$ cat config.mk
export PLATFORM = sky130hd
export DESIGN_NAME = mcc_timebase
export DESIGN_NICKNAME = d
export VERILOG_FILES = /design/src/mcc_pkg.sv /design/src/mcc_timebase.sv
export SDC_FILE = /design/constraint.sdc
export NUM_CORES = 1
export LEC_CHECK = 0
export BUFFER_PORTS_ARGS = -buffer_cell sky130_fd_sc_hd__buf_2
export CORE_MARGIN = 3
export CORE_UTILIZATION = 45
export DETAILED_ROUTE_END_ITERATION = 7
export PLACE_DENSITY = 0.77
export SETUP_SLACK_MARGIN = 0.2
export SLEW_MARGIN = 20
export SYNTH_ARGS = -nofsm -noshare
export SYNTH_HDL_FRONTEND = slang
export SYNTH_SLANG_ARGS = --single-unit
$ cat constraint.sdc
create_clock -name sys_clk -period 2.05 [get_ports sys_clk]
set_clock_uncertainty 0.1 [all_clocks]
set_input_delay 0.205 -clock sys_clk [delete_from_list [all_inputs] [get_ports sys_clk]]
set_output_delay 0.205 -clock sys_clk [all_outputs]
set_load 0.005 [all_outputs]
$ cat src/mcc_pkg.sv
package mcc_pkg;

   // ***************************************************************
   // register map
   // ***************************************************************
   localparam logic [7:0] MCC_CSR_INDEX = 8'h2E;
   localparam logic [11:0] MCC_CSR_ADDR = 12'h0B8;
   localparam logic [11:0] MCC_IRQ_STATUS_ADDR = 12'h0C0;
   localparam logic [11:0] MCC_IRQ_MASK_ADDR = 12'h0C4;
   localparam logic [11:0] MCC_POWER_ADDR = 12'h0C8;
   localparam logic [7:0] MCC_CSR_RESET = 8'h00;
   localparam logic [1:0] MCC_IRQ_RESET = 2'h0;

   // ***************************************************************
   // control/status field positions
   // ***************************************************************
   localparam int MCC_CLOCK_OUT_BIT = 7;
   localparam int MCC_SLOW_DIV_LSB = 5;
   localparam int MCC_SLOW_SELECT_BIT = 4;
   localparam int MCC_PERIOD_SEL_LSB = 2;
   localparam int MCC_IRQ_ENABLE_BIT = 1;
   localparam int MCC_FLAG_BIT = 0;

   // irq status/mask bits
   localparam int MCC_IRQ_PERIOD_BIT = 0;
   localparam int MCC_IRQ_WAKE_BIT = 1;

   // ***************************************************************
   // counts
   // ***************************************************************
   localparam int MCC_TB_COUNT_0 = 16000;
   localparam int MCC_TB_COUNT_1 = 32000;
   localparam int MCC_TB_COUNT_2 = 80000;
   localparam int MCC_TB_COUNT_3 = 200000;
   localparam int MCC_TB_WIDTH = 18;
   localparam int MCC_DIV_WIDTH = 4;

   typedef enum logic [1:0] {
      MCC_PWR_RUN,
      MCC_PWR_WAIT,
      MCC_PWR_ACTIVE_HALT,
      MCC_PWR_HALT
   } mcc_power_type;

endpackage : mcc_pkg

$ cat src/mcc_timebase.sv
// Our own choice: the APB register port.
`timescale 1ns/1ns
module mcc_timebase #(
   parameter int TB_COUNT_0 = mcc_pkg::MCC_TB_COUNT_0,
   parameter int TB_COUNT_1 = mcc_pkg::MCC_TB_COUNT_1,
   parameter int TB_COUNT_2 = mcc_pkg::MCC_TB_COUNT_2,
   parameter int TB_COUNT_3 = mcc_pkg::MCC_TB_COUNT_3
) (
   input wire logic sys_clk,
   input wire logic rst,
   input wire logic psel,
   input wire logic penable,
   input wire logic pwrite,
   input wire logic [11:0] paddr,
   input wire logic [31:0] pwdata,
   output logic [31:0] prdata,
   output logic pready,
   output logic pslverr,
   input wire logic wait_req,
   input wire logic halt_req,
   input wire logic auto_wakeup_halt,
   input wire logic halt_exit_wake,
   input wire logic cpu_irq_mask,
   output logic cpu_clk_en,
   output logic clock_out_enable,
   output logic clock_out_gate,
   output logic period_irq_req,
   output logic period_irq_take,
   output logic irq,
   output logic [1:0] power_state
);

   // ***************************************************************
   // apb decode
   // ***************************************************************
   logic setup;
   logic access;
   logic wr_en;
   logic rd_csr;
   logic regs_live;
   logic hit_csr;
   logic hit_stat;
   logic hit_mask;
   logic hit_pwr;
   logic mapped;

   logic [7:0] csr_q;
   logic [1:0] status_q;
   logic [1:0] mask_q;
   logic [31:0] prdata_q;
   logic pslverr_q;
   logic [1:0] tb_active_q;
   logic [mcc_pkg::MCC_TB_WIDTH-1:0] tb_cnt_q;
   logic [mcc_pkg::MCC_TB_WIDTH-1:0] tb_limit;
   logic tb_run;
   logic tb_done;
   logic [mcc_pkg::MCC_DIV_WIDTH-1:0] div_cnt_q;
   logic [mcc_pkg::MCC_DIV_WIDTH-1:0] div_last;
   logic cpu_clk_en_q;
   logic wake_event;
   mcc_pkg::mcc_power_type pwr_q;
   mcc_pkg::mcc_power_type pwr_d;

   assign setup = psel && !penable;
   assign access = psel && penable;
   assign hit_csr = paddr == mcc_pkg::MCC_CSR_ADDR;
   assign hit_stat = paddr == mcc_pkg::MCC_IRQ_STATUS_ADDR;
   assign hit_mask = paddr == mcc_pkg::MCC_IRQ_MASK_ADDR;
   assign hit_pwr = paddr == mcc_pkg::MCC_POWER_ADDR;
   assign mapped = hit_csr || hit_stat || hit_mask || hit_pwr;
   // writes and the read clear of the flag only act while the core runs or waits
   assign regs_live = (pwr_q == mcc_pkg::MCC_PWR_RUN) ||
                      (pwr_q == mcc_pkg::MCC_PWR_WAIT);
   assign wr_en = access && pwrite && regs_live;
   assign rd_csr = access && !pwrite && hit_csr && regs_live;
   assign pready = 1'b1;
   assign prdata = prdata_q;
   assign pslverr = pslverr_q;

   // ***************************************************************
   // read data, sampled in the setup cycle so the answer is a flop
   // ***************************************************************
   always_ff @(posedge sys_clk) begin
      if (rst) begin
         prdata_q <= 32'h0000_0000;
         pslverr_q <= 1'b0;
      end else if (setup) begin
         pslverr_q <= !mapped;
         if (pwrite || !mapped) begin
            prdata_q <= 32'h0000_0000;
         end else if (hit_csr) begin
            prdata_q <= {24'h00_0000, csr_q};
         end else if (hit_stat) begin
            prdata_q <= {30'h0000_0000, status_q};
         end else if (hit_mask) begin
            prdata_q <= {30'h0000_0000, mask_q};
         end else begin
            prdata_q <= {30'h0000_0000, pwr_q};
         end
      end
   end

   // ***************************************************************
   // control/status register
   // ***************************************************************
   always_ff @(posedge sys_clk) begin
      if (rst) begin
         csr_q <= mcc_pkg::MCC_CSR_RESET;
      end else begin
         if (wr_en && hit_csr) begin
            csr_q[7:1] <= pwdata[7:1];
         end
         // set wins over the clear by read
         if (tb_done) begin
            csr_q[mcc_pkg::MCC_FLAG_BIT] <= 1'b1;
         end else if (rd_csr) begin
            csr_q[mcc_pkg::MCC_FLAG_BIT] <= 1'b0;
         end
      end
   end

   // ***************************************************************
   // interrupt status and mask
   // ***************************************************************
   assign wake_event = (pwr_q != mcc_pkg::MCC_PWR_RUN) &&
                       (pwr_d == mcc_pkg::MCC_PWR_RUN);

   always_ff @(posedge sys_clk) begin
      if (rst) begin
         status_q <= mcc_pkg::MCC_IRQ_RESET;
      end else begin
         if (tb_done) begin
            status_q[mcc_pkg::MCC_IRQ_PERIOD_BIT] <= 1'b1;
         end else if (wr_en && hit_stat &&
                      pwdata[mcc_pkg::MCC_IRQ_PERIOD_BIT]) begin
            status_q[mcc_pkg::MCC_IRQ_PERIOD_BIT] <= 1'b0;
         end
         if (wake_event) begin
            status_q[mcc_pkg::MCC_IRQ_WAKE_BIT] <= 1'b1;
         end else if (wr_en && hit_stat &&
                      pwdata[mcc_pkg::MCC_IRQ_WAKE_BIT]) begin
            status_q[mcc_pkg::MCC_IRQ_WAKE_BIT] <= 1'b0;
         end
      end
   end

   always_ff @(posedge sys_clk) begin
      if (rst) begin
         mask_q <= mcc_pkg::MCC_IRQ_RESET;
      end else if (wr_en && hit_mask) begin
         mask_q <= pwdata[1:0];
      end
   end

   assign irq = |(status_q & mask_q);
   assign period_irq_req = csr_q[mcc_pkg::MCC_FLAG_BIT] &&
                           csr_q[mcc_pkg::MCC_IRQ_ENABLE_BIT];
   assign period_irq_take = period_irq_req && !cpu_irq_mask;

   // ***************************************************************
   // time base divider
   // ***************************************************************
   always_comb begin
      case (tb_active_q)
         2'h0: tb_limit = mcc_pkg::MCC_TB_WIDTH'(TB_COUNT_0 - 1);
         2'h1: tb_limit = mcc_pkg::MCC_TB_WIDTH'(TB_COUNT_1 - 1);
         2'h2: tb_limit = mcc_pkg::MCC_TB_WIDTH'(TB_COUNT_2 - 1);
         default: tb_limit = mcc_pkg::MCC_TB_WIDTH'(TB_COUNT_3 - 1);
      endcase
   end

   // full halt stops the divider; wait and active halt leave it running
   assign tb_run = pwr_q != mcc_pkg::MCC_PWR_HALT;
   assign tb_done = tb_run && (tb_cnt_q == tb_limit);

   always_ff @(posedge sys_clk) begin
      if (rst) begin
         tb_cnt_q <= '0;
      end else if (tb_done) begin
         tb_cnt_q <= '0;
      end else if (tb_run) begin
         tb_cnt_q <= tb_cnt_q + 1'b1;
      end
   end

   // selection latched only at a period boundary, avoiding a time shift
   always_ff @(posedge sys_clk) begin
      if (rst) begin
         tb_active_q <= 2'h0;
      end else if (tb_done) begin
         tb_active_q <= csr_q[mcc_pkg::MCC_PERIOD_SEL_LSB +: 2];
      end
   end

   // ***************************************************************
   // cpu clock prescaler
   // ***************************************************************
   assign div_last = mcc_pkg::MCC_DIV_WIDTH'((5'h02 <<
                     csr_q[mcc_pkg::MCC_SLOW_DIV_LSB +: 2]) - 5'h01);

   always_ff @(posedge sys_clk) begin
      if (rst) begin
         div_cnt_q <= '0;
         cpu_clk_en_q <= 1'b1;
      end else if (!csr_q[mcc_pkg::MCC_SLOW_SELECT_BIT]) begin
         div_cnt_q <= '0;
         cpu_clk_en_q <= 1'b1;
      end else if (div_cnt_q >= div_last) begin
         div_cnt_q <= '0;
         cpu_clk_en_q <= 1'b1;
      end else begin
         div_cnt_q <= div_cnt_q + 1'b1;
         cpu_clk_en_q <= 1'b0;
      end
   end

   assign cpu_clk_en = cpu_clk_en_q;

   // the pad mux passes sys_clk while the gate is high; no clock in fabric
   assign clock_out_enable = csr_q[mcc_pkg::MCC_CLOCK_OUT_BIT];
   assign clock_out_gate = csr_q[mcc_pkg::MCC_CLOCK_OUT_BIT];

   // ***************************************************************
   // power modes
   // ***************************************************************
   always_comb begin
      pwr_d = pwr_q;
      case (pwr_q)
         mcc_pkg::MCC_PWR_RUN: begin
            if (halt_req) begin
               if (csr_q[mcc_pkg::MCC_IRQ_ENABLE_BIT] && !auto_wakeup_halt) begin
                  pwr_d = mcc_pkg::MCC_PWR_ACTIVE_HALT;
               end else begin
                  pwr_d = mcc_pkg::MCC_PWR_HALT;
               end
            end else if (wait_req) begin
               pwr_d = mcc_pkg::MCC_PWR_WAIT;
            end
         end
         mcc_pkg::MCC_PWR_WAIT: begin
            if (period_irq_req || halt_exit_wake) begin
               pwr_d = mcc_pkg::MCC_PWR_RUN;
            end
         end
         mcc_pkg::MCC_PWR_ACTIVE_HALT: begin
            if (period_irq_req || halt_exit_wake) begin
               pwr_d = mcc_pkg::MCC_PWR_RUN;
            end
         end
         mcc_pkg::MCC_PWR_HALT: begin
            if (halt_exit_wake) begin
               pwr_d = mcc_pkg::MCC_PWR_RUN;
            end
         end
         default: pwr_d = mcc_pkg::MCC_PWR_RUN;
      endcase
   end

   always_ff @(posedge sys_clk) begin
      if (rst) begin
         pwr_q <= mcc_pkg::MCC_PWR_RUN;
      end else begin
         pwr_q <= pwr_d;
      end
   end

   assign power_state = pwr_q;
endmodule : mcc_timebase

==> reports/qor.yml, run 1 <==
run_status:
  outcome: "finished, final reports clean"
synthesis:
  yosysTopAreaCell: "dfxtp_1"
  postSynthAreaPerCell_um2: 9.19
  netlist_instances: 281
  yosys_warnings: 0
  yosys.area.top_type_share: 0.372
  synth.area.top_cells: "dfxtp_1, buf_4, nor2_1"
  ys_seq_area_frac: 0.372
  async_flop_share: 0
  synth_area_um2: 2580
  yosysUniqueCellTypes: 59
  ys_ff_latch: 48
  synth_edf_count: 0
  ys.flop_type: "dfxtp_1"
layout:
  final_nets: 402
  n_fill_cell: 468
  syn2layout_area_growth_pct: 19.3
  drive_gt1_frac: 0.296
  final_cells: 411
  multi_input_area_um2: 1520
  seq_area_um2: 980
  diodes: 0
job:
  max-cap-violations: 0
drt:
  drt-initial-drc-count: 69
  dr.pass1.iters: 4
  wl_per_cell_um: 12.6
  route.vias.total: 2072
  totalWireLength_mm: 5.17
  ant_nets: 0
  viasPerCell: 5.04
  drc: 0
timing:
  timing.final.max_slew_violations: 0
  maxSlewHeadroom: 0.627
  worst_pin_slew_ps: 557
  min_period_ps: 1840
  rsz0062_at_grt: "yes"
  finalHoldViolations: 0
  post-route-period-util: 0.899
  setup_tns_ps: 0
  timing.fmax_mhz: 542
  setup_viol_count_final: 0
place:
  dp.cells: 397
  portBuffers: 46
  globalplace.congestion: 0.834
  dp_hpwl_mm: 3.82
power:
  power.share.sequential: 0.522
  peakVddDrop_mv: 0.547
  p_int_w: 0.00140
  p_clk_frac: 0.376
  switching_share: 0.242
  p_comb_frac: 0.102
  p_per_area_nw_per_um2: 599
  p_leak_nw: 1.29
  switchingPower_w: 0.000446
global_routing:
  grt_usage: 0.168
  top_usage_layer: "met2"
  met2_usage: 0.286
  grt-ovfl-total: 0
  met1_usage: 0.202
  use_met3: 0.0471
  grt_pass1_vias: 2045
  grt_start_max_net_pins: 19
  grt_pass1_wl_mm: 8.83
  antenna_found_initial: 0
clock_network:
  root_buffer: "clkbuf_8"
  postCtsHoldBufs: 0
  clock_latency_ps: 300
  clkSinkCount: 48
  cts_tree: "yes"
  numCtsBuffers: 5
  cts_buffer_depth: 2
  clk_pin_slew_ps: 90
  htreeDepth: 2
die:
  rows: 26
  die_h_um: 81.7
  core-area_um2: 5340
  die-area_um2: 6680
  die_w_um: 81.7
  io_pins: 96
  initial_core_util: 0.484
min_path:
  hold_class: "input port to register"
  whs_path_depth: 3
setup_path:
  cp-end-kind: "register"
  critPathLaunchType: "register"
  crit_type: "register to register"
  cp.arrival_ps: 1940
  critical_path_required_ps: 2150
  critPathMaxFanout: 18
  r2r_cells: 7
==> through the flow <==
step                hold WS (ps)  power [W]  utilization  area [µm²]  setup slack, ps
finish                      32.2    0.00185        0.577        3080              206
global route                50.7    0.00194        0.577        3080              135
CTS                         24.1    0.00187        0.569        3030              190
detailed placement           347    0.00116        0.535        2860              134
global placement             338    0.00115        0.535        2860              115
floorplan                    238    0.00112            -        2690              176
==> what timing repair did <==
item / 4_1_cts / 5_1_grt
resized for setup: 5 / 16
pin swaps: 0 / 4
setup buffers: 5 / 1
setup endpoints to repair: 26 / 32
hold endpoints to repair: 0 / 0
==> layout by cell type (no fill, tap or decap), drive strengths merged, types with 5 or more instances in the layout <==
cell / n
dfxtp: 48
nand2: 10
ha: 8
nand3: 8
inv: 9
nor3: 7
xor2: 11
o21ai: 7
buf: 60
a22o: 9
clkbuf: 5
nor2: 46
conb: 25
mux2i: 11
a21oi: 10
xnor2: 9
nand3b: 5
==> final cells by class <==
class / count / share of cell area
well taps: 70 / 0.0284
clock inverters: 3 / 0.0154
multi-input cells: 216 / 0.492
flip-flops and latches: 48 / 0.318
inverters: 9 / 0.0110
clock buffers: 5 / 0.0223
repair buffers: 60 / 0.113
==> cells by family after synthesis <==
logic type,after synthesis,synth area share
adder cells (fa/ha/maj),8,0.0388
buffers and inverters,40,0.102
XOR/XNOR,20,0.0679
AND/OR/NAND/NOR,107,0.241
multiplexers,14,0.0557
other,2,0.00291
AO/OA/AOI/OAI,42,0.119
flip-flops,48,0.372
==> state kept, by name, summed over array words and instances, names as in the netlist <==
signal       cells
tb_active_q      2
status_q         2
mask_q           2
prdata           8
div_cnt_q        4
pslverr          1
cpu_clk_en       1
csr_q            8
power_state      2
tb_cnt_q        18
==> power groups by stage <==
stage,clock network (W),registers [W],logic [W]
2_1_floorplan,0,0.000986,0.000132
3_3_place_gp,0,0.000989,0.000162
3_5_place_dp,0,0.000990,0.000168
4_1_cts,0.000718,0.000965,0.000183
5_1_grt,0.000763,0.000967,0.000212
6_report,0.000693,0.000964,0.000188
==> worst max-delay path: stages (launching register included) <==
cell and delay (ps):
dfxtp_4 380, ha_4 160, and3b_2 260, nand3_4 90
a2111o_1 380, o21bai_4 160, buf_12 160, nor2_1 50
==> path summary, 6_finish.rpt <==
check / start / to / slack (ps)
worst max-delay path: power_state[0] / tb_cnt_q[16] / 210
worst min-delay path: pwdata[7] / csr_q[7] / 30
worst max register to register: power_state[0] / tb_cnt_q[16] / 210
worst min register to register: div_cnt_q[0] / div_cnt_q[0] / 380
==> metal layers <==
layer,vias up,share of wire
met5,-,0
met4,0,0.017
met3,8,0.052
met2,49,0.50
met1,967,0.43
li1,1048,-
==> cell usage after synthesis (3+ instances only) <==
master,instances
xor2_1,11
ha_1,8
mux2i_1,11
nor2b_1,3
nand2_1,10
nor2_1,45
nor3_1,6
a22o_1,9
a21oi_1,10
nand3b_1,5
buf_4,28
xnor2_1,9
inv_1,9
mux2_2,3
o21ai_0,6
dfxtp_1,48
nand2b_1,3
nand3_1,7
(Power assumes the default switching activity.)
==> run 2: changes to the inputs <==
--- a/config.mk
+++ b/config.mk
@@ -5,11 +5,12 @@
 export SDC_FILE = /design/constraint.sdc
 export NUM_CORES = 1
 export LEC_CHECK = 0
-export BUFFER_PORTS_ARGS = -buffer_cell sky130_fd_sc_hd__buf_2
+export BUFFER_PORTS_ARGS = -buffer_cell sky130_fd_sc_hd__clkbuf_2
 export CORE_MARGIN = 3
-export CORE_UTILIZATION = 45
+export CORE_UTILIZATION = 46
+export CTS_BUF_LIST = sky130_fd_sc_hd__clkbuf_4
 export DETAILED_ROUTE_END_ITERATION = 7
-export PLACE_DENSITY = 0.77
+export PLACE_DENSITY = 0.78
 export SETUP_SLACK_MARGIN = 0.2
 export SLEW_MARGIN = 20
 export SYNTH_ARGS = -nofsm -noshare
==> reports/qor.yml, run 2 (same netlist as run 1, synthesis figures left out) <==
run_status:
  outcome: "finished, final reports clean"
timing:
  finalHoldViolations: 0  # unchanged
  setup_tns_ps: 0  # unchanged
  post-route-period-util: 0.905  # +0.00594
  maxSlewHeadroom: 0.643  # +0.0155
  timing.final.max_slew_violations: 0  # unchanged
  min_period_ps: 1860  # +12.2 ps
  timing.fmax_mhz: 539  # -0.66%
  rsz0062_at_grt: "yes"
  whs_ps: 18.6  # -13.6 ps
  worst_slack_ps: 194  # -12.2 ps
  worst_pin_slew_ps: 534  # -23.1 ps
  setup_viol_count_final: 0  # unchanged
clock_network:
  clock_latency_ps: 370  # +70 ps
  clk_pin_slew_ps: 140  # +50 ps
  htreeDepth: 2  # unchanged
  root_buffer: "clkbuf_4"
  cts_tree: "yes"
  clkSinkCount: 48  # unchanged
  cts_buffer_depth: 2  # unchanged
  numCtsBuffers: 5  # unchanged
setup_path:
  cp-end-kind: "register"
  critPathMaxFanout: 4  # -14
  critical_path_required_ps: 2220  # +70 ps
  r2r_cells: 6  # -1
  cp.arrival_ps: 2020  # +80 ps
  critPathLaunchType: "register"
  crit_type: "register to register"
layout:
  multi_input_area_um2: 1530  # +1.1%
  layout_common_cells: "clkbuf_2, nor2_1, dfxtp_1"
  seq_area_um2: 973  # -0.64%
  largest_reg_flops: 18  # unchanged
  final_common_cell: "clkbuf_2"
  n_fill_cell: 454  # -3.0%
  syn2layout_area_growth_pct: 22.4
  final_cells: 422  # +2.7%
  diodes: 0  # unchanged
  drive_gt1_frac: 0.298  # +0.00211
  final_nets: 413  # +2.7%
  max_flop_register: "tb_cnt_q"
  fin_util: 0.600  # +0.0223
die:
  io_pins: 96  # unchanged
  die_h_um: 80.9  # -1.0%
  die-area_um2: 6550  # -2.0%
  die_w_um: 80.9  # -1.0%
  initial_core_util: 0.490  # +0.00597
  rows: 26  # unchanged
  core-area_um2: 5270  # -1.2%
drt:
  ant_nets: 0  # unchanged
  drc: 0  # unchanged
  route.vias.total: 2136  # +3.1%
  dr.pass1.iters: 4  # unchanged
  viasPerCell: 5.06  # +0.40%
  totalWireLength_mm: 5.38  # +4.0%
  wl_per_cell_um: 12.7  # +1.3%
  drt-initial-drc-count: 112  # +62%
global_routing:
  grt_pass1_vias: 2012  # -1.6%
  grt_start_max_net_pins: 19  # unchanged
  grt_pass1_wl_mm: 9.12  # +3.4%
  grt_usage: 0.178  # +0.00970
  grt-ovfl-total: 0  # unchanged
  antenna_found_initial: 0  # unchanged
min_path:
  hold_class: "input port to register"
  whs_path_depth: 3  # unchanged
job:
  max-cap-violations: 0  # unchanged
power:
  peakVddDrop_mv: 0.432  # -21%
  p_per_area_nw_per_um2: 554  # -7.5%
  p_leak_nw: 1.32  # +2.2%
place:
  dp_hpwl_mm: 3.87  # +1.2%
  dp.cells: 398  # +0.25%
  portBuffers: 46  # unchanged
  globalplace.congestion: 0.803  # -3.7%
  pre_cts_ws_ps: 53.3  # -81.1 ps
==> run 2: cell types whose count changed in the layout (fill, tap and decap cells not counted), sizes merged <==
cell         previous run  this run
buf                    60        17
clkbuf                  5        51
clkinv                  2         0
clkinvlp                0         1
dlygate4sd3             0         8
inv                     9        10
==> run 2: critical path, stage by stage (launching register included) <==
cell	delay [ps]
dfxtp_4	400
buf_4	150
ha_4	150
o2111ai_4	140
or4b_4	520
o21ai_0	230
a21oi_2	80
==> run 2: metal layers <==
metal | GRT usage | vias up | share of wire
met3 | 0.0554 | 2 | 0.049
met5 | 0 | - | 0
li1 | - | 1078 | -
met4 | 0.0422 | 0 | 0.0030
met2 | 0.309 | 53 | 0.53
met1 | 0.214 | 1003 | 0.42
==> run 2: path summary, 6_finish.rpt <==
check / from / end / slack (ps)
max reg2reg: power_state[0] / status_q[0] / 190
max: power_state[0] / status_q[0] / 190
min: pwdata[1] / mask_q[1] / 20
min reg2reg: div_cnt_q[0] / div_cnt_q[0] / 390
==> run 2: through the flow <==
step                      cell area [µm²]  total power [W]
after floorplan                      2690          0.00112
after global placement               2860          0.00115
after detailed placement             2860          0.00116
after CTS                            3110          0.00177
after global routing                 3160          0.00185
final                                3160          0.00175
==> run 2: cell type report <==
class,count,share of cell area
timing repair buffer,71,0.143
clock buffer,5,0.0119
tap,70,0.0277
inverter,9,0.0107
clock inverter,3,0.0146
multi-input combinational,216,0.485
sequential,48,0.308
==> run 2: what timing repair did <==
item,4_1_cts,5_1_grt
endpoints found under the setup margin,27,30
gates resized for setup,12,8
pin swaps,6,6
endpoints found under the hold margin,8,0
hold buffers,8,0
buffers inserted,4,4
gates cloned,0,0
==> run 2: power by group <==
group / leakage [nW] / switching (W) / internal (W)
Clock: 0.0418 / 0.000316 / 0.000261
Sequential: 0.391 / 0.0000163 / 0.000951
Combinational: 0.887 / 0.000109 / 0.0000975
Total: 1.32 / 0.000442 / 0.00131
